File: config.mk
export PLATFORM = sky130hd
export DESIGN_NAME = scc_top
export DESIGN_NICKNAME = d
export VERILOG_FILES = /design/src/scc_pkg.sv /design/src/scc_clk_div.sv /design/src/scc_stab_wait.sv /design/src/scc_top.sv
export SDC_FILE = /design/constraint.sdc
export NUM_CORES = 1
export LEC_CHECK = 0
export ABC_AREA = 0
export ABC_CLOCK_PERIOD_IN_PS = 9980
export BUFFER_PORTS_ARGS = -buffer_cell sky130_fd_sc_hd__buf_2
export CAP_MARGIN = 20
export CORE_MARGIN = 2
export CORE_UTILIZATION = 45
export CTS_BUF_LIST = sky130_fd_sc_hd__clkbuf_8
export DETAILED_ROUTE_END_ITERATION = 10
export GPL_ROUTABILITY_DRIVEN = 0
export PLACE_DENSITY = 0.66
export SLEW_MARGIN = 10
export SYNTH_ARGS = -nofsm -noshare
export SYNTH_HDL_FRONTEND = slang
export SYNTH_HIERARCHICAL = 1
export SYNTH_SLANG_ARGS = --single-unit
export TNS_END_PERCENT = 10
File: constraint.sdc
create_clock -name CLK -period 9.98 [get_ports CLK]
set_input_delay 0.499 -clock CLK [delete_from_list [all_inputs] [get_ports CLK]]
set_output_delay 0.499 -clock CLK [all_outputs]
set_load 0.005 [all_outputs]
File: src/scc_pkg.sv
// package: register map, field layout, reset values and timing for the clock source control
package scc_pkg;

  localparam int unsigned ADDR_W = 4;

  localparam logic [3:0] OFF_IRQ_EN   = 4'h0;
  localparam logic [3:0] OFF_SYS_SEL  = 4'h2;
  localparam logic [3:0] OFF_OSC_CTL  = 4'h4;
  localparam logic [3:0] OFF_TRIM_CTL = 4'h6;
  localparam logic [3:0] OFF_SLOW_CTL = 4'h8;
  localparam logic [3:0] OFF_FLAGS    = 4'hA;
  localparam logic [3:0] OFF_PROT     = 4'hC;

  localparam logic [15:0] PROT_KEY = 16'h0096;

  // system_clock_select fields
  localparam int unsigned BIT_WAKE_EN   = 15;
  localparam int unsigned POS_WAKE_DIV  = 12;
  localparam int unsigned POS_WAKE_SRC  = 8;
  localparam int unsigned POS_SYS_DIV   = 4;
  localparam int unsigned POS_SYS_SRC   = 0;
  // oscillation_control fields
  localparam int unsigned POS_SLEEP_STOP = 8;
  localparam int unsigned POS_SRC_EN     = 0;
  localparam logic [3:0]  SLEEP_STOP_RST = 4'hF;
  localparam logic [3:0]  SRC_EN_RST     = 4'h1;
  // rc_trim_control
  localparam int unsigned BIT_TRIM_START = 4;
  // slow_crystal_control
  localparam int unsigned BIT_RESTART_EN = 14;
  localparam int unsigned BIT_DETECT_EN  = 13;
  localparam int unsigned BIT_BOOST_EN   = 12;
  localparam int unsigned POS_GATE_CAP   = 8;
  localparam int unsigned POS_INV_BOOST  = 6;
  localparam int unsigned POS_INV_NORM   = 4;
  localparam int unsigned POS_SLOW_WAIT  = 0;
  localparam logic [15:0] SLOW_CTL_RST   = 16'h5092;
  localparam logic [15:0] SLOW_CTL_MASK  = 16'h77F3;
  // flag register bits
  localparam int unsigned BIT_TRIM_DONE  = 4;
  localparam int unsigned BIT_SLOW_STBL  = 1;

  // stabilization waits in slow crystal clocks
  localparam int unsigned SLOW_WAIT_3 = 65536;
  localparam int unsigned SLOW_WAIT_2 = 16384;
  localparam int unsigned SLOW_WAIT_1 = 4096;
  localparam int unsigned WAIT_CNT_W  = 17;

  typedef enum logic [1:0] {
    SRC_RC   = 2'h0,
    SRC_SLOW = 2'h1,
    SRC_FAST = 2'h2,
    SRC_EXT  = 2'h3
  } scc_src_t;

  typedef struct packed {
    logic [ADDR_W-1:0] addr;
    logic [15:0]       wdata;
    logic              wr;
    logic              rd;
  } scc_bus_req_t;

  // true when source/divider pair is a legal combination
  function automatic logic scc_div_legal(input logic [1:0] src, input logic [1:0] div);
    case (src)
      SRC_RC:   scc_div_legal = 1'b1;
      SRC_FAST: scc_div_legal = 1'b1;
      SRC_SLOW: scc_div_legal = (div <= 2'h1);
      default:  scc_div_legal = (div == 2'h0);
    endcase
  endfunction

  // divide exponent (log2 ratio) of a legal pair
  function automatic logic [3:0] scc_div_exp(input logic [1:0] src, input logic [1:0] div);
    if (src == SRC_FAST && div >= 2'h2) begin
      scc_div_exp = {2'b00, div} + 4'h1;
    end else begin
      scc_div_exp = {2'b00, div};
    end
  endfunction

endpackage

File: src/scc_clk_div.sv
// power-of-two divider giving a one-cycle system tick
`timescale 1ns/100ps
`default_nettype none
module scc_clk_div #(
  parameter int unsigned CNT_W = 4
) (
  input  wire logic             clk,
  input  wire logic             rst_b,
  input  wire logic [3:0]       div_exp,
  output var  logic             tick
);
  logic [CNT_W-1:0] cnt_reg;
  logic [CNT_W-1:0] cnt_next;
  logic [CNT_W-1:0] limit;
  logic             wrap;

  assign limit    = CNT_W'((16'h1 << div_exp) - 16'h1);
  assign wrap     = (cnt_reg >= limit);
  assign cnt_next = wrap ? '0 : cnt_reg + 1'b1;

  always_ff @(posedge clk or negedge rst_b) begin
    if (!rst_b) begin
      cnt_reg <= '0;
      tick    <= 1'b0;
    end else begin
      cnt_reg <= cnt_next;
      tick    <= wrap;
    end
  end
endmodule // scc_clk_div
`default_nettype wire

File: src/scc_stab_wait.sv
// slow crystal stabilization wait counter
`timescale 1ns/100ps
`default_nettype none
module scc_stab_wait
  import scc_pkg::*;
#(
  parameter int unsigned WAIT_3 = SLOW_WAIT_3,
  parameter int unsigned WAIT_2 = SLOW_WAIT_2,
  parameter int unsigned WAIT_1 = SLOW_WAIT_1
) (
  input  wire logic       clk,
  input  wire logic       rst_b,
  input  wire logic       run,
  input  wire logic       slow_tick,
  input  wire logic [1:0] sel,
  output var  logic       done
);
  logic [WAIT_CNT_W-1:0] cnt_reg;
  logic [WAIT_CNT_W-1:0] target;
  logic                  hit;

  assign target = (sel == 2'h3) ? WAIT_CNT_W'(WAIT_3) :
                  (sel == 2'h1) ? WAIT_CNT_W'(WAIT_1) : WAIT_CNT_W'(WAIT_2);
  assign hit    = run && slow_tick && !done && (cnt_reg + 1'b1 >= target);

  always_ff @(posedge clk or negedge rst_b) begin
    if (!rst_b) begin
      cnt_reg <= '0;
      done    <= 1'b0;
    end else if (!run) begin
      cnt_reg <= '0;
      done    <= 1'b0;
    end else if (hit) begin
      done    <= 1'b1;
    end else if (slow_tick && !done) begin
      cnt_reg <= cnt_reg + 1'b1;
    end
  end
endmodule // scc_stab_wait
`default_nettype wire

File: src/scc_top.sv
// clock source control: selection, wake switching, sleep control, rc trim sequencing
// Functional notes
// - bit 0 of irq enable register gates mode-done flag onto interrupt request
// - wake switching on: wake source/divider copied to system fields at wake-up
// - wake switching off: system fields untouched, wake fields have no effect
// - after wake switch, enables cleared except selected source and sleep-kept ones
// - source codes 0 rc, 1 slow crystal, 2 fast oscillator, 3 external input
// - divider per source: rc 1..1/8, fast 1..1/16, slow 1/1-1/2, ext 1/1
// - wake divider uses the same per-source encoding when loaded
// - selecting a stopped source as system clock starts it automatically; a select write in a SLEEP_ENTER cycle switches without starting it
// - bits 11..8 stop each source in sleep when 1; reset to 1
// - bits 3..0 enable each source; only rc enable resets to 1
// - trim start bit starts/stops trimming, reads 1 while running, self-clears
// - trimming runs only while slow crystal runs; software checks stable flag
// - slow control bit 14 enables restart on stop detection; resets to 1
// - trim done flag bit 4 set on completion, cleared by writing 1
// - slow stable flag set after stabilization wait, cleared by writing 1
// - wait field 3:65536, 2:16384, 1:4096 clocks, 0 reserved, reset 2
//
// The implementer's own choices: the strobed register port and the address map.
`timescale 1ns/100ps
`default_nettype none
module scc_top (
  input  wire logic                  CLK,
  input  wire logic                  RST_B,
  input  wire scc_pkg::scc_bus_req_t BUS_REQ,
  output var  logic [15:0]           BUS_RDATA,
  input  wire logic                  SLEEP_ENTER,
  input  wire logic                  WAKE_UP,
  input  wire logic                  MODE_DONE_FLAG,
  input  wire logic                  SLOW_TICK,
  input  wire logic                  SLOW_STOP_DETECT,
  input  wire logic                  TRIM_FINISHED,
  output var  logic                  MODE_DONE_IRQ,
  output var  logic [3:0]            SOURCE_RUN,
  output var  logic [1:0]            SYSTEM_SOURCE,
  output var  logic [3:0]            SYSTEM_DIV_EXP,
  output var  logic                  SYSTEM_TICK,
  output var  logic                  TRIM_RUN,
  output var  logic                  SLOW_RESTART,
  output var  logic                  STOP_DETECT_EN,
  output var  logic [15:0]           SLOW_CTL
);
  import scc_pkg::*;

  ////////////////////////////////////////////////////////////////////////////
  // registers
  logic        irq_en_reg;
  logic        wake_en_reg;
  logic [1:0]  wake_div_reg;
  logic [1:0]  wake_src_reg;
  logic [1:0]  sys_div_reg;
  logic [1:0]  sys_src_reg;
  logic [3:0]  sleep_stop_reg;
  logic [3:0]  src_en_reg;
  logic [3:0]  src_en_next;
  logic        trim_reg;
  logic        trim_next;
  logic [15:0] slow_ctl_reg;
  logic        trim_done_reg;
  logic        slow_stbl_reg;
  logic        unlock_reg;
  logic        asleep_reg;
  logic [3:0]  kept_reg;
  logic [15:0] rdata_reg;

  ////////////////////////////////////////////////////////////////////////////
  // bus decode
  wire wr_any     = BUS_REQ.wr;
  wire [15:0] wd  = BUS_REQ.wdata;
  wire wr_irq     = wr_any && BUS_REQ.addr == OFF_IRQ_EN;
  wire wr_sel     = wr_any && BUS_REQ.addr == OFF_SYS_SEL && unlock_reg;
  wire wr_osc     = wr_any && BUS_REQ.addr == OFF_OSC_CTL;
  wire wr_trim    = wr_any && BUS_REQ.addr == OFF_TRIM_CTL && unlock_reg;
  wire wr_slow    = wr_any && BUS_REQ.addr == OFF_SLOW_CTL && unlock_reg;
  wire wr_flags   = wr_any && BUS_REQ.addr == OFF_FLAGS;
  wire wr_prot    = wr_any && BUS_REQ.addr == OFF_PROT;

  // legal writes only; reserved pairs keep the previous selection
  wire [1:0] new_src   = wd[POS_SYS_SRC +: 2];
  wire [1:0] new_div   = wd[POS_SYS_DIV +: 2];
  wire       sel_legal = scc_div_legal(new_src, new_div);
  wire       wake_ok   = scc_div_legal(wake_src_reg, wake_div_reg);
  wire       wake_load = WAKE_UP && asleep_reg && wake_en_reg && wake_ok;

  ////////////////////////////////////////////////////////////////////////////
  // source enables, sleep stop and wake pruning
  logic [3:0] sel_onehot;
  logic [3:0] wake_onehot;
  assign sel_onehot  = 4'h1 << (wr_sel && sel_legal ? new_src : sys_src_reg);
  assign wake_onehot = 4'h1 << wake_src_reg;

  always_comb begin
    src_en_next = src_en_reg;
    if (wr_osc) begin
      src_en_next = wd[POS_SRC_EN +: 4];
    end
    if (wr_sel && sel_legal) begin
      src_en_next = src_en_next | sel_onehot;
    end
    if (SLEEP_ENTER) begin
      src_en_next = src_en_reg;
    end
    if (wake_load) begin
      src_en_next = wake_onehot | (kept_reg & src_en_reg);
    end
  end

  // running set: in sleep a source runs only if its stop bit was clear
  assign SOURCE_RUN = asleep_reg ? (src_en_reg & ~sleep_stop_reg) : src_en_reg;

  always_ff @(posedge CLK or negedge RST_B) begin
    if (!RST_B) begin
      src_en_reg     <= SRC_EN_RST;
      sleep_stop_reg <= SLEEP_STOP_RST;
      asleep_reg     <= 1'b0;
      kept_reg       <= 4'h0;
    end else begin
      src_en_reg <= src_en_next;
      if (wr_osc) begin
        sleep_stop_reg <= wd[POS_SLEEP_STOP +: 4];
      end
      if (SLEEP_ENTER) begin
        asleep_reg <= 1'b1;
        kept_reg   <= src_en_reg & ~sleep_stop_reg;
      end else if (WAKE_UP) begin
        asleep_reg <= 1'b0;
      end
    end
  end

  ////////////////////////////////////////////////////////////////////////////
  // system clock select
  always_ff @(posedge CLK or negedge RST_B) begin
    if (!RST_B) begin
      wake_en_reg  <= 1'b0;
      wake_div_reg <= 2'h0;
      wake_src_reg <= 2'h0;
      sys_div_reg  <= 2'h0;
      sys_src_reg  <= SRC_RC;
    end else begin
      if (wr_sel) begin
        wake_en_reg  <= wd[BIT_WAKE_EN];
        wake_div_reg <= wd[POS_WAKE_DIV +: 2];
        wake_src_reg <= wd[POS_WAKE_SRC +: 2];
      end
      if (wake_load) begin
        sys_src_reg <= wake_src_reg;
        sys_div_reg <= wake_div_reg;
      end else if (wr_sel && sel_legal) begin
        sys_src_reg <= new_src;
        sys_div_reg <= new_div;
      end
    end
  end

  assign SYSTEM_SOURCE  = sys_src_reg;
  assign SYSTEM_DIV_EXP = scc_div_exp(sys_src_reg, sys_div_reg);

  scc_clk_div #(
    .CNT_W (4)
  ) u_div (
    .clk     (CLK),
    .rst_b   (RST_B),
    .div_exp (SYSTEM_DIV_EXP),
    .tick    (SYSTEM_TICK)
  );

  ////////////////////////////////////////////////////////////////////////////
  // slow crystal control and stabilization
  wire slow_runs = SOURCE_RUN[SRC_SLOW];
  logic stab_done;
  logic stab_done_d;

  always_ff @(posedge CLK or negedge RST_B) begin
    if (!RST_B) begin
      slow_ctl_reg <= SLOW_CTL_RST;
      stab_done_d  <= 1'b0;
    end else begin
      if (wr_slow) begin
        slow_ctl_reg <= wd & SLOW_CTL_MASK;
      end
      stab_done_d <= stab_done;
    end
  end

  assign SLOW_CTL       = slow_ctl_reg;
  assign STOP_DETECT_EN = slow_ctl_reg[BIT_DETECT_EN];
  assign SLOW_RESTART   = SLOW_STOP_DETECT && slow_ctl_reg[BIT_RESTART_EN] && slow_runs;

  scc_stab_wait u_wait (
    .clk       (CLK),
    .rst_b     (RST_B),
    .run       (slow_runs && !SLOW_STOP_DETECT),
    .slow_tick (SLOW_TICK),
    .sel       (slow_ctl_reg[POS_SLOW_WAIT +: 2]),
    .done      (stab_done)
  );

  ////////////////////////////////////////////////////////////////////////////
  // rc auto-trim and flags
  wire trim_abort = !slow_runs;
  always_comb begin
    trim_next = trim_reg;
    if (wr_trim) begin
      trim_next = wd[BIT_TRIM_START] && slow_runs;
    end
    if (trim_reg && (TRIM_FINISHED || trim_abort)) begin
      trim_next = 1'b0;
    end
  end
  assign TRIM_RUN = trim_reg;

  wire trim_done_set = trim_reg && TRIM_FINISHED;
  wire stbl_set      = stab_done && !stab_done_d;

  always_ff @(posedge CLK or negedge RST_B) begin
    if (!RST_B) begin
      trim_reg      <= 1'b0;
      trim_done_reg <= 1'b0;
      slow_stbl_reg <= 1'b0;
      irq_en_reg    <= 1'b0;
      unlock_reg    <= 1'b0;
    end else begin
      trim_reg <= trim_next;
      if (trim_done_set) begin
        trim_done_reg <= 1'b1;
      end else if (wr_flags && wd[BIT_TRIM_DONE]) begin
        trim_done_reg <= 1'b0;
      end
      if (stbl_set) begin
        slow_stbl_reg <= 1'b1;
      end else if (wr_flags && wd[BIT_SLOW_STBL]) begin
        slow_stbl_reg <= 1'b0;
      end
      if (wr_irq) begin
        irq_en_reg <= wd[0];
      end
      if (wr_prot) begin
        unlock_reg <= (wd == PROT_KEY);
      end
    end
  end

  assign MODE_DONE_IRQ = MODE_DONE_FLAG && irq_en_reg;

  ////////////////////////////////////////////////////////////////////////////
  // read back, reserved bits zero
  logic [15:0] rd_mux;
  always_comb begin
    case (BUS_REQ.addr)
      OFF_IRQ_EN:   rd_mux = {15'h0000, irq_en_reg};
      OFF_SYS_SEL:  rd_mux = {wake_en_reg, 1'b0, wake_div_reg, 2'b00, wake_src_reg,
                              2'b00, sys_div_reg, 2'b00, sys_src_reg};
      OFF_OSC_CTL:  rd_mux = {4'h0, sleep_stop_reg, 4'h0, src_en_reg};
      OFF_TRIM_CTL: rd_mux = {11'h000, trim_reg, 4'h0};
      OFF_SLOW_CTL: rd_mux = slow_ctl_reg;
      OFF_FLAGS:    rd_mux = {11'h000, trim_done_reg, 2'b00, slow_stbl_reg, 1'b0};
      OFF_PROT:     rd_mux = {15'h0000, unlock_reg};
      default:      rd_mux = 16'h0000;
    endcase
  end

  always_ff @(posedge CLK or negedge RST_B) begin
    if (!RST_B) begin
      rdata_reg <= 16'h0000;
    end else begin
      rdata_reg <= BUS_REQ.rd ? rd_mux : 16'h0000;
    end
  end
  assign BUS_RDATA = rdata_reg;

endmodule // scc_top
`default_nettype wire

## After elaboration in Yosys (flattened, before gate mapping)

Cells that the tools add are included.

- Bits in registers: 79
- Bits of input ports: 30
- Output and inout port bits: 47
- Word-level logic and storage cells: 133

- Add/sub/neg operators: 4
- Magnitude comparators: 5
- Eq/ne operators: 18
- Shift-type cells: 3
- Mux-type cells: 30
- Bitwise operators: 5
- Reductions and logical operators: 47

Operators with widths:

| cell | number |
|---|---|
| 16-bit case mux with 7 select lines | 1 |
| 17-bit two-way mux | 4 |
| 1-bit logical AND | 29 |
| 4-bit two-way mux | 6 |
| 17-bit by 1-bit adder with 17-bit output, second input constant | 1 |
| 17-bit greater-or-equal comparator | 1 |
| 16-bit by 8-bit == test with 1-bit output, second input constant | 1 |
| 16-bit two-way mux | 1 |
| 15-bit two-way mux | 1 |
| 4-bit == test, second input constant | 3 |
| 1-bit two-way mux | 10 |
| 2-bit nonzero test | 5 |
| 4-bit AND | 2 |
| 2-bit == test, second input constant | 4 |
| 4-bit by 3-bit == test with 1-bit output, second input constant | 2 |
| 2-bit logical NOT | 4 |
| 2-bit two-way mux | 4 |
| 4-bit OR | 2 |
| 1-bit by 2-bit left shift with 4-bit output, first input constant | 2 |
| 2-bit by 1-bit == test with 1-bit output, second input constant | 3 |
| 2-bit != test, second input constant | 3 |
| 4-bit by 1-bit adder with 4-bit output, second input constant | 1 |
| 4-bit by 2-bit == test with 1-bit output, second input constant | 1 |
| 4-bit greater-or-equal comparator | 1 |
| 14 further kinds | 20 |

## Longest topological paths before layout

Gate-level depths: netlist of the first run.

- Depth in word-level cells: 10
- Depth in mapped cells: 17
- Mapped depth without buffers: 14

## By module

Netlist of the first run, hierarchy kept.

Modules (own cells, without submodules):

| module | instances | cells each | area each (µm²) | seq. area each (µm²) |
|---|---|---|---|---|
| scc_top | 1 | 252 | 2,745.1 | 1,413.9 |
| scc_stab_wait | 1 | 163 | 1,452.6 | 450.4 |
| scc_clk_div | 1 | 31 | 329.1 | 125.1 |

## Worst setup path before layout of the first run

No wires, ideal clock.

- Path type: reg2reg
- Start: register u_wait.cnt_reg[0]
- End: register u_wait.cnt_reg[8]
- Library setup time: 0.078 ns
- Arrival time: 3.399 ns
- Required time: 9.902 ns
- Slack: 6.503 ns
- Stages on the path, launching flop included: 16
- Path buffers: 2
- Period minus slack after synthesis: 3.477 ns
- Cells stage by stage: dfrtp_1 ha_1 and4_1 buf_6 and2_1 nand3_1 or2_2 xnor2_1 ha_1 or3_1 a211o_1 a21boi_1 a221oi_2 buf_6 or4_1 a21oi_1

- Longest elaborated chain between the ends: 5
- Elaborated cells on any way between the ends: 8
- Those cells by class: 1 x add/sub; 1 x order compare; 1 x eq/ne; 3 x mux; 2 x reduce/logical

Ends and longest elaborated chain:

| what | RTL line | source |
|---|---|---|
| from (decl) | scc_stab_wait.sv:18 | `logic [WAIT_CNT_W-1:0] cnt_reg;` |
| from (signal assigned) | scc_stab_wait.sv:36 | `cnt_reg <= cnt_reg + 1'b1;` |
| 17-bit by 1-bit adder with 17-bit output * | scc_stab_wait.sv:24, scc_stab_wait.sv:36 |  |
| 17-bit greater-or-equal comparator | scc_stab_wait.sv:24 | `assign hit = run && slow_tick && !done && (cnt_reg + 1'b1 >= target);` |
| 1-bit logical AND | scc_stab_wait.sv:24 |  |
| 2-bit != test (no source line) | - |  |
| 2-bit AND reduction (no source line) | - |  |

Mark *: on every way between the ends. The rest lies on a longest branch, timed or not. The select of a mux whose other input is x is not followed.
A chain may end at the register's enable or synchronous reset.

## Worst setup path after layout of the first run

- Start: register u_wait.cnt_reg[0]
- End: register u_wait.cnt_reg[3]

The elaborated chain is that of the path after synthesis.

==> results by group, run 1 <==
Route
  • Number of vias per cell: 5.88
  • ANT nets after route: 0
  • Met1 Wirelength: just under 5 mm
  • Met2 wire len: 5.40 mm
  • Detailed-route via count: approximately 3,800
  • WL met3: 601 um
  • DRC: 0
  • Top Metal Used: met4
  • WL final: between 10 and 15 mm
  • 1st-pass router iterations: 5
  • Avg WL per Cell: about 17 um
  • DRT iter0 DRCs: ~260

Hold path
  • Hold path depth: 2
  • Hold path start: WAKE_UP
  • HP Class: in2reg

Worst setup path
  • CP startpoint kind: register
  • Setup Crit Path Kind: reg2reg
  • Slowest cell on the critical path: a221oi_2
  • Critical Path Stages: 15
  • WP data required: about 10 ns
  • Crit-path max cell delay: approximately 0.9 ns
  • R2r startpoint: u_wait/cnt_reg[0]
  • CP most frequent cell: ha_1
  • Crit path DAT: ~4.5 ns
  • Critical path fanouts, max: 17
  • Worst reg-to-reg path cell count: 15
  • Worst path bufs/invs: 1
  • Crit. End Element: register
  • Cell family with most CP delay: simple AND/OR/NAND/NOR gates
  • Worst setup startpoint: u_wait/cnt_reg[0]
  • CP Cell Sequence: ha_1 -> and4_1 -> and2_1 -> nand3_1 -> or2_2 -> xnor2_1 -> ha_1 -> or3_1 -> nor2_1 -> mux2i_1 -> nand2_1 -> a221oi_2 -> buf_4 -> o31ai_1 -> a21oi_1

Synthesis
  • Top cell type's share of synthesized area: 0.381
  • Post-Syn Instances: 446
  • Commonest register cell after synthesis: dfrtp_1
  • Sequential fraction of the synthesis area: 0.439
  • Synth Warn #: 6
  • Post-synth EDFFs: 0
  • Largest area contributor in the netlist: dfrtp_1
  • Mapped Area: around 0.0045 sq mm
  • Asr flop ratio synth: 1.00
  • Most area-consuming cells after synthesis: dfrtp_1, dfstp_2, mux2_2
  • #FFs+latches synth: slightly below 80
  • Avg Cell Area, Syn: between 10 and 15 sq um
  • Netlist cell types: 70

Global routing
  • Global route overflow: 0
  • Pin count of the biggest net entering global routing: 76
  • Tot GR Track Use: 0.213
  • First-pass GRT wire length: roughly 19 mm
  • Initial antenna violation count: 0
  • Vias in the first global route: 3,681

Clock tree
  • CTS resizes: 0
  • CTS Buffer Depth: 2
  • Post-CTS setup buffers: 0
  • Worst-skew pair later-pin latency: about 0.35 ns
  • Total CTS buffers: 9
  • CTS Sinks: slightly below 80
  • Clk slew on worst S/H paths: approximately 0.09 ns
  • CTS root buf: clkbuf_8
  • CTS tree: yes
  • Htree depth: 3

Layout
  • Commonest cells after routing, fill and taps aside: buf_2, dfrtp_1, a21oi_1
  • Non-Filler Instances: 647
  • Layout cell share with drive strength beyond 1: 0.267
  • Final Core Density: 0.522
  • Largest register FFs: 17
  • Fill cell count: a little over 900
  • Post-route cell area: around 0.0051 sq mm
  • Commonest non-fill, non-tap cell in the layout: buf_2
  • Layout area overhead: 12.6%
  • Antenna diode count: 0
  • Final Net Count: 551

Job
  • Max-cap violations: 0

Placed design
  • Placed cells: between 600 and 700
  • Post-DP HPWL: 7.92 mm
  • Number of port buffers: slightly above 70
  • Setup WS pre-CTS: 5.79 ns
  • Placed cell areas: between 0.004 and 0.005 sq mm

STA
  • Post-layout min period: roughly 4.2 ns
  • Final Hold Vio Count: 0
  • Setup violations, final: 0
  • RSZ-0062 raised after global routing: no
  • TNS Setup: 0 ns
  • Slew at the pin closest to its max-slew limit: between 1 and 1.5 ns
  • WHS: roughly 0.35 ns
  • Max Transition Viols Final: 0
  • Setup ws final: between 5 and 6 ns
  • Period utilization: 0.422
  • Clock Skews: around 0.012 ns
  • Worst rel slew slack: 0.316
  • Fmax: ~0.24 GHz

Floorplan
  • Die width: 104 um
  • Starting density of the core: 0.463
  • Top-level I/O count: 77
  • Core ar.: between 0.009 and 0.01 sq mm
  • Die area: 0.0109 sq mm
  • Core Rows: 36
  • Die height: around 100 um

Power
  • Leakage Power: 2.28 nW
  • PwrDens: 137 mW/mm^2
  • Power after layout: around 0.7 mW
  • Largest vdd supply drop: roughly 0.000073 V

Status
  • Status: finished, final reports clean
[logic make-up (layout without fill, tap and decap cells)]
| kind of cell | after synthesis | after routing | share of synthesized area |
|---|---|---|---|
| and+or+nand+nor | 163 | 163 | 0.215 |
| AOI/OAI and AO/OA | 103 | 103 | 0.156 |
| DFF | 79 | 79 | 0.439 |
| buffers and inverters | 48 | 109 | 0.0597 |
| muxes | 31 | 31 | 0.0777 |
| adders and majority gates | 12 | 12 | 0.0332 |
| xor gates and xnor gates | 9 | 9 | 0.0174 |
| other | 1 | 8 | 0.000828 |
[area by class of cell]
| type | instances | area [sq um] | area share |
|---|---|---|---|
| Clock buffer | 10 | 138 | 0.0270 |
| Timing Repair Buffer | 77 | 405 | 0.0795 |
| Inverter | 16 | 60.1 | 0.0118 |
| Clock inverter | 6 | 46.3 | 0.00908 |
| Sequential cell | 79 | 1990 | 0.390 |
| Tap cell | 133 | 166 | 0.0326 |
| Multi-Input combinational cell | 326 | 2290 | 0.450 |
[synthesized netlist by cell type, types with 9 or more instances]
library cell  count
a21oi_1          28
and3_1           10
clkbuf_1         11
dfrtp_1          69
dfstp_2          10
ha_1             12
inv_1            16
mux2_2           22
nand2_1          24
nand3_1          16
nand3b_1          9
nand4_1           9
nor2_1           21
nor3_1           15
o21ai_0          14
o31ai_1          14
or4_1            14
[timing repair]
item	in CTS	in global routing
hold buffers	1	0
endpoints found under the hold margin	4	0
endpoints found under the setup margin	0	0
[per-layer routing]
layer	track usage	vias to the layer above
met3	0.0401	18
met5	0	-
met2	0.337	117
met1	0.296	1892
li1	-	1780
met4	0.0627	0
[path summary, 6_finish.rpt]
kind | endpoint | slack, ns
setup / recovery | u_wait/cnt_reg[3] | 5.77
hold / removal | asleep_reg | 0.35
setup reg to reg | u_wait/cnt_reg[3] | 5.77
hold reg to reg | stab_done_d | 0.46
max in group asynchronous | u_wait/cnt_reg[4] | 8.39
min in group asynchronous | u_div/tick | 0.48
[power breakdown]
group	switching, mW	internal (mW)
clock network	0.126	0.0986
logic	0.0567	0.0471
registers	0.0227	0.347
Note: power is estimated with default switching activity, not from simulation.
==> inputs of run 2 (changes only) <==
- ABC_CLOCK_PERIOD_IN_PS: 9980 -> 3800
- PLACE_DENSITY: 0.66 -> 0.69
- clock period: 9.98 -> 3.8 ns (I/O delays scaled with it)
==> results by group, run 2 (synthesized netlist as in run 1, its figures left out) <==
Clock tree
  • CTS tree: yes (unchanged)
  • CTS Buffer Depth: 2 (unchanged)
  • Worst-skew pair later-pin latency: 0.35 ns (about the same)
  • Htree depth: 3 (unchanged)
  • CTS Sinks: 79 (unchanged)
  • Total CTS buffers: 9 (unchanged)
  • CTS root buf: clkbuf_8 (unchanged)
  • Clk slew on worst S/H paths: 0.08 ns (was 0.09 ns)

Worst setup path
  • Crit path DAT: 3.90 ns (was 4.48 ns)
  • Worst path bufs/invs: 1 (unchanged)
  • Cell family with most CP delay: simple AND/OR/NAND/NOR gates (unchanged)
  • Crit. End Element: register (unchanged)
  • Worst reg-to-reg path cell count: 14 (was 15)
  • WP data required: 4.08 ns (was 10.24 ns)
  • Slowest cell on the critical path: or4_1 (was a221oi_2)
  • R2r startpoint: u_wait/cnt_reg[1] (was u_wait/cnt_reg[0])
  • Flop2flop setup slack: 0.18 ns (was 5.77 ns)
  • Critical path fanouts, max: 32 (was 17)
  • CP Cell Sequence: ha_4 -> and4_4 -> and2_4 -> nand3_1 -> or2_2 -> xnor2_1 -> ha_1 -> or3_1 -> a211o_1 -> a21boi_2 -> a221oi_2 -> buf_12 -> or4_1 -> a21oi_2 (was ha_1 -> and4_1 -> and2_1 -> nand3_1 -> or2_2 -> xnor2_1 -> ha_1 -> or3_1 -> nor2_1 -> mux2i_1 -> nand2_1 -> a221oi_2 -> buf_4 -> o31ai_1 -> a21oi_1)
  • CP startpoint kind: register (unchanged)
  • Crit-path max cell delay: 0.50 ns (was 0.88 ns)
  • Worst reg2reg path endpoint: u_wait/cnt_reg[11] (was u_wait/cnt_reg[3])
  • Setup Crit Path Kind: reg2reg (unchanged)

Power
  • Leakage Power: 2.36 nW (was 2.28 nW)
  • PwrDens: 382 mW/mm^2 (was 137 mW/mm^2)
  • Largest vdd supply drop: 0.000301 V (was 0.0000726 V)

STA
  • Post-layout min period: 3.62 ns (was 4.21 ns)
  • Clock Skews: 0.00729 ns (was 0.0121 ns)
  • Setup violations, final: 0 (unchanged)
  • Setup ws final: 0.176 ns (was 5.77 ns)
  • Slew at the pin closest to its max-slew limit: 0.828 ns (was 1.03 ns)
  • Worst rel slew slack: 0.448 (was 0.316)
  • Period utilization: 0.954 (was 0.422)
  • Fmax: 0.276 GHz (was 0.237 GHz)
  • Max Transition Viols Final: 0 (unchanged)
  • Final Hold Vio Count: 0 (unchanged)

Floorplan
  • Die width: 104 um (unchanged)
  • Core ar.: 0.00977 sq mm (unchanged)
  • Top-level I/O count: 77 (unchanged)
  • Starting density of the core: 0.463 (unchanged)
  • Core Rows: 36 (unchanged)
  • Die height: 104 um (unchanged)
  • Die area: 0.0109 sq mm (unchanged)

Layout
  • Sequential cell area: 0.00199 sq mm (about the same)
  • Multi-input gate area: 0.00232 sq mm (was 0.00229 sq mm)
  • Commonest cells after routing, fill and taps aside: buf_2, dfrtp_1, a21oi_1 (unchanged)
  • Layout cell share with drive strength beyond 1: 0.286 (was 0.267)
  • Fill cell count: 872 (was 919)
  • Antenna diode count: 0 (unchanged)
  • Layout area overhead: 16.4% (was 12.6%)
  • Largest register FFs: 17 (unchanged)
  • Final Net Count: 558 (was 551)
  • Post-route cell area: 0.00527 sq mm (was 0.00510 sq mm)
  • Final Core Density: 0.539 (was 0.522)
  • Commonest non-fill, non-tap cell in the layout: buf_2 (unchanged)

Status
  • Status: finished, final reports clean (unchanged)

Global routing
  • Vias in the first global route: 3,808 (was 3,681)
  • Tot GR Track Use: 0.216 (was 0.213)
  • First-pass GRT wire length: 19.1 mm (was 18.8 mm)
  • Global route overflow: 0 (unchanged)
  • Pin count of the biggest net entering global routing: 80 (was 76)
  • Initial antenna violation count: 0 (unchanged)

Route
  • WL final: 11.5 mm (was 11.1 mm)
  • DRC: 0 (unchanged)
  • Number of vias per cell: 5.89 (was 5.88)
  • 1st-pass router iterations: 5 (unchanged)
  • DRT iter0 DRCs: 237 (was 256)
  • Detailed-route via count: 3,852 (was 3,807)
  • ANT nets after route: 0 (unchanged)
  • Avg WL per Cell: 17.6 um (was 17.2 um)

Job
  • Max-cap violations: 0 (unchanged)

Placed design
  • Setup WS pre-CTS: 0.0357 ns (was 5.79 ns)
  • Post-DP HPWL: 7.93 mm (was 7.92 mm)
  • Placed cell areas: 0.00494 sq mm (was 0.00490 sq mm)
  • Number of port buffers: 71 (unchanged)

Hold path
  • Hold path depth: 2 (unchanged)
  • HP Class: in2reg (unchanged)
  • Hold path start: WAKE_UP (unchanged)
  • Hold path endpoint: asleep_reg (unchanged)
==> run 2: power breakdown <==
part	switching (mW)	total, mW	internal [mW]
Combinational	0.154	0.284	0.130
Clock	0.324	0.758	0.433
Sequential	0.0582	0.970	0.912
Total	0.536	2.01	1.48
==> run 2: worst max path at each step <==
stage,start,end,slack (ns),cells past startpoint
final,u_wait/cnt_reg[1],u_wait/cnt_reg[11],0.18,14
after global routing,u_wait/cnt_reg[1],u_wait/cnt_reg[4],-0.01,15
after CTS,u_wait/cnt_reg[0],u_wait/cnt_reg[6],0.009,14
after detailed placement,u_wait/cnt_reg[0],u_wait/cnt_reg[6],0.04,14
after global placement,u_wait/cnt_reg[0],u_wait/cnt_reg[8],0.20,14
after floorplan,u_wait/cnt_reg[0],u_wait/cnt_reg[8],0.32,15
==> run 2: per-layer routing <==
metal / track usage / vias up / routed length [um]
met1: 0.287 / 1885 / 4990
met2: 0.350 / 145 / 5630
met5: 0 / - / 0
li1: - / 1799 / -
met3: 0.0307 / 23 / 623
met4: 0.0946 / 0 / 281
==> run 2: area by class of cell <==
type                    instances  area share
clock buffers                   9      0.0235
clock inverters                 7      0.0216
inverters                      16      0.0114
multi-input cells             326       0.440
flip-flops and latches         79       0.378
well taps                     133      0.0316
repair buffers                 84      0.0938
==> run 2: per-stage QoR <==
stage / total power [mW] / setup TNS [ns] / cells / hold WS [ns]
finish: 2.01 / 0 / 654 / 0.0543
floorplan: 1.15 / 0 / 453 / -0.106
detailed placement: 1.26 / 0 / 633 / 0.422
global route: 2.12 / -0.0122 / 654 / 0.0525
CTS: 2.01 / 0 / 649 / 0.0392
global placement: 1.25 / 0 / 633 / 0.400
==> run 2: timing repair <==
item,in CTS,in global routing
hold buffers,0,1
buffers inserted,0,2
gates resized for setup,0,8
setup endpoints to repair,0,16
hold endpoints to repair,0,19
==> run 2: worst register-to-register path, cell delays in order (launching register included) <==
cell	delay [ns]
dfrtp_1	0.45
ha_4	0.18
and4_4	0.27
and2_4	0.16
nand3_1	0.08
or2_2	0.34
xnor2_1	0.14
ha_1	0.24
or3_1	0.35
a211o_1	0.28
a21boi_2	0.16
a221oi_2	0.08
buf_12	0.17
or4_1	0.50
a21oi_2	0.14
